File: src/hw/misv_defs.svh
`ifndef MISV_DEFS_SVH
`define MISV_DEFS_SVH

// word addresses on the voted processor bus
`define MISV_ADDR_INPUT 3'h0
`define MISV_ADDR_LINE 3'h1
`define MISV_ADDR_TOFF 3'h2
`define MISV_ADDR_TON 3'h3
`define MISV_ADDR_REFRB 3'h4
`define MISV_ADDR_IDENT 3'h5
`define MISV_ADDR_LOOP 3'h6
`define MISV_ADDR_CMD 3'h7

// command word bit positions
`define MISV_CMD_TEST 0
`define MISV_CMD_FAULT 1
`define MISV_CMD_CLEAR 2
`define MISV_CMD_LMON 3

// reference readback word layout
`define MISV_RB_DONE 15
`define MISV_RB_CMPOK 14

// identification code: arbitrary value
`define MISV_IDENT_CODE 16'hC5A1

// reference levels in millivolts, as configured
`define MISV_REF_SHORT_MV 4000
`define MISV_REF_ONOFF_MV 12000
`define MISV_REF_OPEN_MV 20000
`define MISV_REF_STUCKOFF_MV (-5000)
`define MISV_REF_STUCKON_MV 32000
// converter scale: code = (mv + offset) / step
`define MISV_DAC_OFFSET_MV 8000
`define MISV_DAC_STEP_MV 250

// reference settling time and clock
`define MISV_SETTLE_NS 2000
`define MISV_CLK_NS 8
`define MISV_SETTLE_CYC ((`MISV_SETTLE_NS + `MISV_CLK_NS - 1) / `MISV_CLK_NS)

`endif

File: src/hw/misv_pkg.sv
package misv_pkg;

    typedef enum logic [1:0] {
        MISV_SET,
        MISV_SETTLE,
        MISV_LATCH
    } misv_state_e;

    typedef logic [15:0] misv_word_t;
    typedef logic [2:0] misv_addr_t;

endpackage

File: src/hw/misv_vote3.sv
`timescale 1ns/100ps
module misv_vote3 #(
    parameter int W = 1
) (
    input wire logic [W-1:0] a_i,
    input wire logic [W-1:0] b_i,
    input wire logic [W-1:0] c_i,
    output logic [W-1:0] y_o,
    output logic disagree_o
);
    // bitwise two-of-three majority
    assign y_o = (a_i & b_i) | (a_i & c_i) | (b_i & c_i);
    assign disagree_o = (a_i != b_i) || (a_i != c_i);
endmodule

File: src/hw/misv_top.sv
`timescale 1ns/100ps
`include "misv_defs.svh"
module misv_top import misv_pkg::*; (
    input wire logic sys_clk_i,
    input wire logic reset_n_i,
    input wire logic [15:0] cmp_i,
    input wire logic [7:0] ref_mon_i,
    input wire logic ac_variant_i,
    input wire logic [2:0] bus_a_addr_i,
    input wire logic bus_a_rd_i,
    input wire logic bus_a_wr_i,
    input wire logic [15:0] bus_a_wdata_i,
    input wire logic [2:0] bus_b_addr_i,
    input wire logic bus_b_rd_i,
    input wire logic bus_b_wr_i,
    input wire logic [15:0] bus_b_wdata_i,
    input wire logic [2:0] bus_c_addr_i,
    input wire logic bus_c_rd_i,
    input wire logic bus_c_wr_i,
    input wire logic [15:0] bus_c_wdata_i,
    output logic [15:0] bus_a_rdata_o,
    output logic bus_a_rdata_oe_o,
    output logic [15:0] bus_b_rdata_o,
    output logic bus_b_rdata_oe_o,
    output logic [15:0] bus_c_rdata_o,
    output logic bus_c_rdata_oe_o,
    output logic [7:0] dac_code_o,
    output logic led_active_o,
    output logic led_fault_o,
    output logic [15:0] led_contact_o,
    output logic [15:0] led_line_o
);
    localparam int SETTLE_CYC = `MISV_SETTLE_CYC;
    localparam int LEG_W = 3 + 1 + 1 + 16;

    // mv to converter code, halved for the AC variant
    function automatic logic [7:0] ref_code(input int mv, input logic half);
        int v;
        v = half ? (mv / 2) : mv;
        ref_code = 8'((v + `MISV_DAC_OFFSET_MV) / `MISV_DAC_STEP_MV);
    endfunction

    // pin synchronisers
    logic [15:0] cmp_s1_r, cmp_s2_r;
    logic [7:0] rmon_s1_r, rmon_s2_r;
    logic ac_s1_r, ac_s2_r;
    logic [3*LEG_W-1:0] leg_s1_r, leg_s2_r;
    logic [3*LEG_W-1:0] leg_raw;

    assign leg_raw = {bus_a_addr_i, bus_a_rd_i, bus_a_wr_i, bus_a_wdata_i,
                      bus_b_addr_i, bus_b_rd_i, bus_b_wr_i, bus_b_wdata_i,
                      bus_c_addr_i, bus_c_rd_i, bus_c_wr_i, bus_c_wdata_i};

    always_ff @(posedge sys_clk_i or negedge reset_n_i) begin
        if (!reset_n_i) begin
            cmp_s1_r <= 16'h0000;
            cmp_s2_r <= 16'h0000;
            rmon_s1_r <= 8'h00;
            rmon_s2_r <= 8'h00;
            ac_s1_r <= 1'b0;
            ac_s2_r <= 1'b0;
            leg_s1_r <= '0;
            leg_s2_r <= '0;
        end else begin
            cmp_s1_r <= cmp_i;
            cmp_s2_r <= cmp_s1_r;
            rmon_s1_r <= ref_mon_i;
            rmon_s2_r <= rmon_s1_r;
            ac_s1_r <= ac_variant_i;
            ac_s2_r <= ac_s1_r;
            leg_s1_r <= leg_raw;
            leg_s2_r <= leg_s1_r;
        end
    end

    // voted request path
    logic [LEG_W-1:0] leg_a, leg_b, leg_c, leg_v;
    misv_addr_t addr_v;
    logic rd_v, wr_v;
    misv_word_t wdata_v;

    assign leg_a = leg_s2_r[3*LEG_W-1:2*LEG_W];
    assign leg_b = leg_s2_r[2*LEG_W-1:LEG_W];
    assign leg_c = leg_s2_r[LEG_W-1:0];

    misv_vote3 #(.W(LEG_W)) u_vote (
        .a_i(leg_a),
        .b_i(leg_b),
        .c_i(leg_c),
        .y_o(leg_v),
        .disagree_o()
    );
    assign {addr_v, rd_v, wr_v, wdata_v} = leg_v;

    // field-side scan sequencer
    misv_state_e st_r, st_nxt;
    logic [2:0] lvl_r, lvl_nxt;
    logic [8:0] settle_r, settle_nxt;
    logic [7:0] dac_r, dac_nxt;
    logic test_run_r, test_run_nxt;
    logic [15:0] smp_short_r, smp_short_nxt;
    logic [15:0] smp_onoff_r, smp_onoff_nxt;
    logic [15:0] smp_open_r, smp_open_nxt;
    logic [15:0] smp_toff_r, smp_toff_nxt;
    logic [15:0] smp_ton_r, smp_ton_nxt;
    logic [7:0] rmon_r, rmon_nxt;
    logic cmp_ok_r, cmp_ok_nxt;
    logic xfer_r, xfer_nxt;
    logic xfer_test_r, xfer_test_nxt;
    logic test_pend_r;
    logic last_lvl;

    assign last_lvl = test_run_r ? (lvl_r == 3'd4) : (lvl_r == 3'd2);

    always_comb begin
        st_nxt = st_r;
        lvl_nxt = lvl_r;
        settle_nxt = settle_r;
        dac_nxt = dac_r;
        test_run_nxt = test_run_r;
        smp_short_nxt = smp_short_r;
        smp_onoff_nxt = smp_onoff_r;
        smp_open_nxt = smp_open_r;
        smp_toff_nxt = smp_toff_r;
        smp_ton_nxt = smp_ton_r;
        rmon_nxt = rmon_r;
        cmp_ok_nxt = cmp_ok_r;
        xfer_nxt = 1'b0;
        xfer_test_nxt = 1'b0;
        case (st_r)
            MISV_SET: begin
                case (lvl_r)
                    3'd0: dac_nxt = ref_code(`MISV_REF_SHORT_MV, ac_s2_r);
                    3'd1: dac_nxt = ref_code(`MISV_REF_ONOFF_MV, ac_s2_r);
                    3'd2: dac_nxt = ref_code(`MISV_REF_OPEN_MV, ac_s2_r);
                    3'd3: dac_nxt = ref_code(`MISV_REF_STUCKOFF_MV, ac_s2_r);
                    default: dac_nxt = ref_code(`MISV_REF_STUCKON_MV, ac_s2_r);
                endcase
                settle_nxt = 9'(SETTLE_CYC - 1);
                st_nxt = MISV_SETTLE;
            end
            MISV_SETTLE: begin
                // latching early would catch the previous threshold
                if (settle_r == 9'd0) begin
                    st_nxt = MISV_LATCH;
                end else begin
                    settle_nxt = settle_r - 9'd1;
                end
            end
            MISV_LATCH: begin
                // all sixteen points sampled in one cycle
                case (lvl_r)
                    3'd0: smp_short_nxt = cmp_s2_r;
                    3'd1: smp_onoff_nxt = cmp_s2_r;
                    3'd2: smp_open_nxt = cmp_s2_r;
                    3'd3: smp_toff_nxt = cmp_s2_r;
                    default: smp_ton_nxt = cmp_s2_r;
                endcase
                // reference monitored against the code driven
                if (lvl_r == 3'd0) begin
                    cmp_ok_nxt = 1'b1;
                end
                if (rmon_s2_r != dac_r) begin
                    cmp_ok_nxt = 1'b0;
                end
                rmon_nxt = rmon_s2_r;
                st_nxt = MISV_SET;
                if (last_lvl) begin
                    lvl_nxt = 3'd0;
                    xfer_nxt = 1'b1;
                    // test_run_r switches with xfer_r, so the finished mode rides along
                    xfer_test_nxt = test_run_r;
                    test_run_nxt = test_pend_r;
                end else begin
                    lvl_nxt = lvl_r + 3'd1;
                end
            end
            default: st_nxt = MISV_SET;
        endcase
    end

    always_ff @(posedge sys_clk_i or negedge reset_n_i) begin
        if (!reset_n_i) begin
            st_r <= MISV_SET;
            lvl_r <= 3'd0;
            settle_r <= 9'd0;
            dac_r <= 8'h00;
            test_run_r <= 1'b0;
            smp_short_r <= 16'h0000;
            smp_onoff_r <= 16'h0000;
            smp_open_r <= 16'h0000;
            smp_toff_r <= 16'h0000;
            smp_ton_r <= 16'h0000;
            rmon_r <= 8'h00;
            cmp_ok_r <= 1'b0;
            xfer_r <= 1'b0;
            xfer_test_r <= 1'b0;
        end else begin
            st_r <= st_nxt;
            lvl_r <= lvl_nxt;
            settle_r <= settle_nxt;
            dac_r <= dac_nxt;
            test_run_r <= test_run_nxt;
            smp_short_r <= smp_short_nxt;
            smp_onoff_r <= smp_onoff_nxt;
            smp_open_r <= smp_open_nxt;
            smp_toff_r <= smp_toff_nxt;
            smp_ton_r <= smp_ton_nxt;
            rmon_r <= rmon_nxt;
            cmp_ok_r <= cmp_ok_nxt;
            xfer_r <= xfer_nxt;
            xfer_test_r <= xfer_test_nxt;
        end
    end

    // logic side: held copies, decode, bus, LEDs
    misv_word_t in_st_r, in_st_nxt;
    misv_word_t ln_st_r, ln_st_nxt;
    misv_word_t toff_r, toff_nxt;
    misv_word_t ton_r, ton_nxt;
    misv_word_t refrb_r, refrb_nxt;
    misv_word_t loop_r, loop_nxt;
    logic lmon_en_r, lmon_en_nxt;
    logic test_pend_nxt;
    logic fault_r, fault_nxt;
    logic wr_d_r, rd_d_r;
    logic act_r, act_nxt;
    misv_word_t rd_mux;
    misv_word_t drv_a_r, drv_b_r, drv_c_r;
    logic oe_a_r, oe_b_r, oe_c_r;
    logic drv_bad;
    logic cmd_wr;
    logic [15:0] closed_pt, fault_pt;

    // switch open sits above the on/off threshold
    assign closed_pt = ~smp_onoff_r;
    // above open threshold: wire open; below short threshold: wire short
    assign fault_pt = (smp_open_r | ~smp_short_r)
                      & {16{lmon_en_r & ~ac_s2_r}};
    assign cmd_wr = wr_v && !wr_d_r && (addr_v == `MISV_ADDR_CMD);
    // copies must agree; a lone driver slip is a module fault
    assign drv_bad = (oe_a_r || oe_b_r || oe_c_r) &&
                     ((drv_a_r != drv_b_r) || (drv_a_r != drv_c_r)
                      || (oe_a_r != oe_b_r) || (oe_a_r != oe_c_r));

    always_comb begin
        case (addr_v)
            `MISV_ADDR_INPUT: rd_mux = in_st_r;
            `MISV_ADDR_LINE: rd_mux = ln_st_r;
            `MISV_ADDR_TOFF: rd_mux = toff_r;
            `MISV_ADDR_TON: rd_mux = ton_r;
            `MISV_ADDR_REFRB: rd_mux = refrb_r;
            `MISV_ADDR_IDENT: rd_mux = `MISV_IDENT_CODE;
            `MISV_ADDR_LOOP: rd_mux = loop_r;
            default: rd_mux = {12'h000, lmon_en_r, 1'b0, fault_r, test_pend_r};
        endcase
    end

    always_comb begin
        in_st_nxt = in_st_r;
        ln_st_nxt = ln_st_r;
        toff_nxt = toff_r;
        ton_nxt = ton_r;
        refrb_nxt = refrb_r;
        loop_nxt = loop_r;
        lmon_en_nxt = lmon_en_r;
        test_pend_nxt = test_pend_r;
        fault_nxt = fault_r;
        act_nxt = act_r;
        if (xfer_r) begin
            in_st_nxt = closed_pt;
            ln_st_nxt = fault_pt;
            // test_run_r already names the scan now starting: request taken
            if (test_run_r) begin
                test_pend_nxt = 1'b0;
            end
            if (xfer_test_r) begin
                toff_nxt = smp_toff_r;
                ton_nxt = smp_ton_r;
                refrb_nxt = {1'b1, cmp_ok_r, 6'h00, rmon_r};
            end
        end
        if (wr_v && !wr_d_r && (addr_v == `MISV_ADDR_LOOP)) begin
            loop_nxt = wdata_v;
        end
        if (cmd_wr) begin
            lmon_en_nxt = wdata_v[`MISV_CMD_LMON];
            if (wdata_v[`MISV_CMD_TEST]) begin
                test_pend_nxt = 1'b1;
                refrb_nxt[`MISV_RB_DONE] = 1'b0;
            end
            if (wdata_v[`MISV_CMD_CLEAR]) begin
                fault_nxt = 1'b0;
            end
        end
        // set wins over a clear in the same cycle
        if ((cmd_wr && wdata_v[`MISV_CMD_FAULT]) || drv_bad) begin
            fault_nxt = 1'b1;
        end
        // green toggles once per controller input read
        if (rd_v && !rd_d_r && (addr_v == `MISV_ADDR_INPUT)) begin
            act_nxt = !act_r;
        end
    end

    always_ff @(posedge sys_clk_i or negedge reset_n_i) begin
        if (!reset_n_i) begin
            in_st_r <= 16'h0000;
            ln_st_r <= 16'h0000;
            toff_r <= 16'h0000;
            ton_r <= 16'h0000;
            refrb_r <= 16'h0000;
            loop_r <= 16'h0000;
            lmon_en_r <= 1'b0;
            test_pend_r <= 1'b0;
            fault_r <= 1'b0;
            act_r <= 1'b0;
            wr_d_r <= 1'b0;
            rd_d_r <= 1'b0;
        end else begin
            in_st_r <= in_st_nxt;
            ln_st_r <= ln_st_nxt;
            toff_r <= toff_nxt;
            ton_r <= ton_nxt;
            refrb_r <= refrb_nxt;
            loop_r <= loop_nxt;
            lmon_en_r <= lmon_en_nxt;
            test_pend_r <= test_pend_nxt;
            fault_r <= fault_nxt;
            act_r <= act_nxt;
            wr_d_r <= wr_v;
            rd_d_r <= rd_v;
        end
    end

    // one register set per leg so a stuck driver stays on its own leg
    always_ff @(posedge sys_clk_i or negedge reset_n_i) begin
        if (!reset_n_i) begin
            drv_a_r <= 16'h0000;
            drv_b_r <= 16'h0000;
            drv_c_r <= 16'h0000;
            oe_a_r <= 1'b0;
            oe_b_r <= 1'b0;
            oe_c_r <= 1'b0;
            dac_code_o <= 8'h00;
            led_active_o <= 1'b0;
            led_fault_o <= 1'b0;
            led_contact_o <= 16'h0000;
            led_line_o <= 16'h0000;
        end else begin
            drv_a_r <= rd_v ? rd_mux : 16'h0000;
            drv_b_r <= rd_v ? rd_mux : 16'h0000;
            drv_c_r <= rd_v ? rd_mux : 16'h0000;
            oe_a_r <= rd_v;
            oe_b_r <= rd_v;
            oe_c_r <= rd_v;
            dac_code_o <= dac_r;
            led_active_o <= act_r && !fault_r;
            led_fault_o <= fault_r;
            led_contact_o <= in_st_r | (ln_st_r & ~smp_short_r);
            led_line_o <= ln_st_r;
        end
    end

    assign bus_a_rdata_o = drv_a_r;
    assign bus_b_rdata_o = drv_b_r;
    assign bus_c_rdata_o = drv_c_r;
    assign bus_a_rdata_oe_o = oe_a_r;
    assign bus_b_rdata_oe_o = oe_b_r;
    assign bus_c_rdata_oe_o = oe_c_r;
endmodule

File: config.mk
export PLATFORM = sky130hd
export DESIGN_NAME = misv_top
export DESIGN_NICKNAME = d
export VERILOG_FILES = /design/src/hw/misv_pkg.sv /design/src/hw/misv_vote3.sv /design/src/hw/misv_top.sv
export VERILOG_INCLUDE_DIRS = /design/src /design/src/hw
export SDC_FILE = /design/constraint.sdc
export NUM_CORES = 1
export LEC_CHECK = 0
export ABC_AREA = 1
export BUFFER_PORTS_ARGS = -buffer_cell sky130_fd_sc_hd__buf_2
export CORE_AREA = 2 2 169 171
export DETAILED_ROUTE_END_ITERATION = 10
export DIE_AREA = 0 0 171 173
export PLACE_DENSITY = 0.78
export SETUP_SLACK_MARGIN = 0.05
export SLEW_MARGIN = 10
export SYNTH_ARGS = -nofsm -noshare
export SYNTH_HDL_FRONTEND = slang
export SYNTH_SLANG_ARGS = --single-unit
File: constraint.sdc
create_clock -name sys_clk_i -period 2.9 [get_ports sys_clk_i]
set_input_delay 0.435 -clock sys_clk_i [delete_from_list [all_inputs] [get_ports sys_clk_i]]
set_output_delay 0.435 -clock sys_clk_i [all_outputs]
set_load 0.01 [all_outputs]
; Word level (Yosys, flattened, before mapping)
; Index checks and enable logic that the tools add are counted.
[word_totals]
ff_bits = 444
in_bits = 90
output_inout_bits = 93
word_cells = 144
[classes]
addsub = 7
n_div = 5
eq_ne = 16
n_mux = 31
n_bitwise = 14
reduce_logical = 30
[op_table]
columns = op, count
row1 = 32-bit by 9-bit divider with 32-bit output (second input constant), 5
row2 = 16-bit case mux with 7 select lines, 1
row3 = 21-bit AND, 3
row4 = 16-bit two-way mux, 3
row5 = 21-bit OR, 2
row6 = 15-bit by 13-bit adder with 16-bit output (second input constant), 2
row7 = 16-bit AND, 2
row8 = 16-bit NOT, 2
row9 = 16-bit OR, 2
row10 = 8-bit case mux with 4 select lines, 1
row11 = 15-bit two-way mux, 2
row12 = 2-bit AND reduction, 10
row13 = 9-bit case mux with 2 select lines, 1
row14 = 1-bit two-way mux, 16
row15 = 14-bit by 13-bit adder with 15-bit output (second input constant), 1
row16 = 14-bit by 14-bit adder with 15-bit output (second input constant), 1
row17 = 3-bit equality test (second input constant), 5
row18 = 12-bit by 13-bit adder with 14-bit output (second input constant), 1
row19 = 14-bit two-way mux, 1
row20 = 13-bit two-way mux, 1
row21 = 3-bit by 2-bit equality test with 1-bit output (second input constant), 4
row22 = 12-bit two-way mux, 1
row23 = 9-bit zero test, 1
row24 = 9-bit two-way mux, 1
row25 = 18 further kinds, 34

; Longest topological paths before layout
[depth]
word_depth = 8
depth_mapped = 25
ltp_nobuf = 25

; By module
; From an unflattened synthesis, not the netlist that was laid out.
[unflattened]
cells_unflattened = 1403
hier_area_um2 = 16419.5
[modules_own_cells]
columns = mod, instances, cells_each, area_per_inst_um2, seq_area_each_um2
row1 = misv_top, 1, 1301, 15558.7, 11110.7
row2 = misv_vote3, 1, 102, 860.8, 0.0

; Worst setup path before layout
; Ideal clock, no wire load.
[synth_timing]
kind = register -> register
startpoint = register lvl_r[0]
endpoint = register dac_r[0]
setup_ps = 116
arrival_time_ps = 2386
required_ps = 2784
setup_slack_ps = 398
path_stages_with_launch = 16
path_cell_list = dfrtp_1 > ha_1 > ha_1 > a21oi_4 > nand2_2 > nand2_4 > nand2_4 > nand3_2 > nand2_1 > xor2_1 > ha_1 > or2_2 > nand4_1 > nand3_1 > nand2_1 > nand2_1
[synth_between]
elab_chain_len = 2
word_cells_on_any_way = 5
[synth_lines]
columns = element, line
row1 = from (decl), misv_top.sv:97  ; logic [2:0] lvl_r, lvl_nxt;
row2 = from (signal assigned), misv_top.sv:200  ; lvl_r <= lvl_nxt;
row3 = "3-bit by 2-bit equality test with 1-bit output, or another cell as far along", misv_top.sv:132  ; case (lvl_r)
row4 = 8-bit case mux with 4 select lines (*), misv_top.sv:132
row5 = to (signal assigned), misv_top.sv:202  ; dac_r <= dac_nxt;
row6 = to (decl), misv_top.sv:99  ; logic [7:0] dac_r, dac_nxt;
; Every way passes the cells marked *; elsewhere a longest branch is shown, timed or not.
; A chain may end at the register's enable or synchronous reset.

; Worst setup path after layout
; Same ends and word-level chain as after synthesis.

==> flow_summary.yaml <==
synth:
  synthArstFlopShare_pct: 100
  synthTopCellsByCount: "dfrtp_1 (444), nand2_1 (226), o21ai_0 (164), inv_1 (134), nor2_1 (64)"
  ys_types: 44
  synthMuxAreaShare_pct: 2.06
  ys_seq_area_share_pct: 69.9
  synthXorXnorAreaFrac_pct: 0.331
  avgSynthCellArea_um2: 11.7
  synth_adder_area_share_pct: 1.09
  synth-simple-area-share_pct: 10.5
  netlist_top_cells_area: "dfrtp_1 (70%), nand2_1 (5.3%), o21ai_0 (5.2%)"
  synth_compound_area_share_pct: 10.2
  synth-seq-cells: 444
  yosysTopAreaCell: "dfrtp_1"
  ys_warn_count: 0
  postSynthCellCount: 1357
  synth_top_area_share_pct: 69.9
  syn_nets: 1456
  synth_top_family_by_area: "simple AND/OR/NAND/NOR gates"
  ys.flop_type: "dfrtp_1"
  netlist_area_um2: 15900
  post-synth-top-count-cell: "dfrtp_1"
  synth_edf_count: 0
timing:
  hold_viol_final: 0
  slew_headroom_pct: 53.5
  worstMarginPinSlew_ns: 0.698
  skew_ns: 0.0188
  rsz0062_at_grt: "false"
  setup_slack_ns: 0.241
  drv_slew: 0
  setup_viol: 0
  period_share_pct: 91.7
  finalSetupTns_ns: 0
  fin_crit_ns: 2.66
  fmax_ghz: 0.376
die:
  rows: 61
  die_h_um: 173
  start_util_pct: 57.5
  die_x_um: 171
  core_um2: 27600
  die-area_um2: 29600
  io_pins: 183
layout:
  postLayoutCoreUtil_pct: 71.2
  drive_gt1_share_pct: 23.5
  nets: 1730
  diodes: 0
  areaGrowthSynthToFinish_pct: 23.8
drt:
  routed_wirelength_um: 37500
  wl_per_cell_um: 18.4
  avgViaCountPerCell: 5.29
  ant_nets: 0
  firstDrtPassIters: 7
  drt-initial-drc-count: 933
  vias: 10800
  drcViolationCount: 0
setup_path:
  cp_top_family: "simple AND/OR/NAND/NOR gates"
  rrSetupSlack_ns: 0.24
  reg2reg_to: "dac_r[0]"
  crit_path_start_kind: "register"
  cp_slowest_cell: "dfrtp_2"
  path_cells: "buf_4 -> ha_4 -> o21ai_4 -> nand2_2 -> nand2_4 -> nand2_4 -> nand3_2 -> nand2_2 -> xor2_1 -> ha_1 -> or2_2 -> nand4_1 -> nand3_1 -> nand2_1 -> nand2_1"
  critPathBufInv: 1
  crit_type: "register to register"
  path_max_fanout: 5
  cp-end-kind: "register"
  rr_worst_depth: 15
  arrival_ns: 3.09
  cp.required_ns: 3.33
  r2r-start: "lvl_r[0]"
  cpPeakStageDelay_ns: 0.45
clock_tree:
  cts_buffers: 44
  clk_latency_ns: 0.56
  cts_max_level: 2
  cts_root_buf: "clkbuf_16"
  clk_pin_slew_ns: 0.06
  clock_sinks: 444
  tritoncts: "yes"
  clk_path_buf_depth: 3
placed_design:
  pre_cts_ws_ns: 0.0970
  hpwl_um: 22300
  port_buffers: 182
  place_congestion: 0.847
hold_path:
  hold_start: "bus_a_wdata_i[13]"
  min_path_cells: 1
  holdPathEnd: "leg_s1_r[55]"
  hp-class: "primary input to register"
grt:
  grt_util_all_layers_pct: 26.1
  grt_max_degree: 88
  grt_pass1_vias: 11200
  antenna_found_initial: 0
  grt_remaining_overflow: 0
  grt_pass1_wl_um: 59700
power_and_ir_drop:
  irDropWorstVdd_mv: 0.712
  powerDensity_nw_per_um2: 675
  leakagePower_nw: 9.63
  total_power_mw: 13.3
flow_run:
  maxCapViolations: 0
outcome:
  status: "completed"
[worst max-delay path by stage]
stage	cells past startpoint	slack (ns)	from	endpoint
floorplan	15	0.40	lvl_r[0]	dac_r[0]
detailed placement	15	0.1	lvl_r[0]	dac_r[0]
finish	15	0.24	lvl_r[0]	dac_r[0]
global placement	22	0.15	lvl_r[0]	dac_r[0]
global route	25	0.03	lvl_r[0]	dac_r[0]
CTS	15	0.08	lvl_r[0]	dac_r[0]
[registers in the layout (all words and copies together) (netlist names), 8 cells and up]
register / flops
leg_s1_r: 63
leg_s2_r: 63
bus_c_rdata_o: 16
cmp_s1_r: 16
cmp_s2_r: 16
in_st_r: 16
led_contact_o: 16
led_line_o: 16
ln_st_r: 16
loop_r: 16
smp_onoff_r: 16
smp_open_r: 16
smp_short_r: 16
smp_toff_r: 16
smp_ton_r: 16
toff_r: 16
ton_r: 16
refrb_r: 10
settle_r: 9
dac_code_o: 8
dac_r: 8
rmon_r: 8
rmon_s1_r: 8
rmon_s2_r: 8
[repair_timing]
action                                  4_1_cts  5_1_grt
endpoints found under the setup margin        0        2
hold endpoints to repair                    159        1
gates resized for setup                       0       25
hold buffers                                 82        1
buffers inserted                              0        3
[per-stage QoR]
| stage | instances | hold WS (ns) | cell area (µm²) |
|---|---|---|---|
| floorplan | 1357 | 0.139 | 15900 |
| global placement | 1877 | 0.332 | 17200 |
| detailed placement | 1877 | 0.335 | 17200 |
| CTS | 2037 | 0.000192 | 19500 |
| global route | 2041 | 0.000253 | 19700 |
| finish | 2041 | 0.0215 | 19700 |
[cells by family (layout without fill, tap and decap cells)]
family / Yosys count / count (layout)
AOI/OAI and AO/OA: 281 / 281
and+or+nand+nor: 367 / 367
xor gates and xnor gates: 6 / 6
adders and majority gates: 15 / 15
DFF: 444 / 444
buffers and inverters: 215 / 521
muxes: 29 / 29
[area by class of cell]
class,instances,area [µm²]
Sequential cell,444,11100
Clock inverter,21,283
Fill cell,1909,7960
Timing Repair Buffer,301,2080
Multi-Input combinational cell,698,3940
Tap cell,378,473
Clock buffer,57,1240
Inverter,142,536
[cell usage in the layout (no fill, tap or decap), drive strengths merged]
cell,count
dfrtp,444
nand2,240
buf,218
o21ai,166
inv,142
dlygate4sd3,83
nor2,73
clkbuf,57
nand3,36
mux2,29
a31oi,25
a21oi,23
o22ai,20
a22oi,18
clkinv,13
a221oi,10
ha,9
nor3,7
a21o,6
maj3,6
o21a,5
bufinv,5
o21bai,4
nand4,4
or2,4
xor2,3
xnor2,3
clkinvlp,3
a41oi,2
nand3b,2
a311oi,1
and3,1
o2111ai,1
[metal layers]
layer / track usage (%) / vias to the layer above / wire length (µm)
met5: 0 / - / 0
met3: 4.26 / 74 / 2350
met4: 8.16 / 0 / 997
met1: 35.0 / 5354 / 15100
li1: - / 4957 / -
met2: 44.0 / 419 / 19000
[worst register-to-register path, delay by kind of cell (launching register included)]
family | cells | cell delay [ns]
AND/OR/NAND/NOR | 10 | 1.13
flip-flops | 1 | 0.45
adder cells (fa/ha/maj) | 2 | 0.36
AO/OA/AOI/OAI | 1 | 0.25
XOR/XNOR | 1 | 0.18
buffers and inverters | 1 | 0.17
[power by group]
group	switching (mW)	internal (mW)	leakage (nW)
Sequential	0.170	6.45	5.69
Combinational	0.446	0.299	3.19
Clock	2.43	3.49	0.743
No activity file was read; power rests on OpenSTA's default activity.
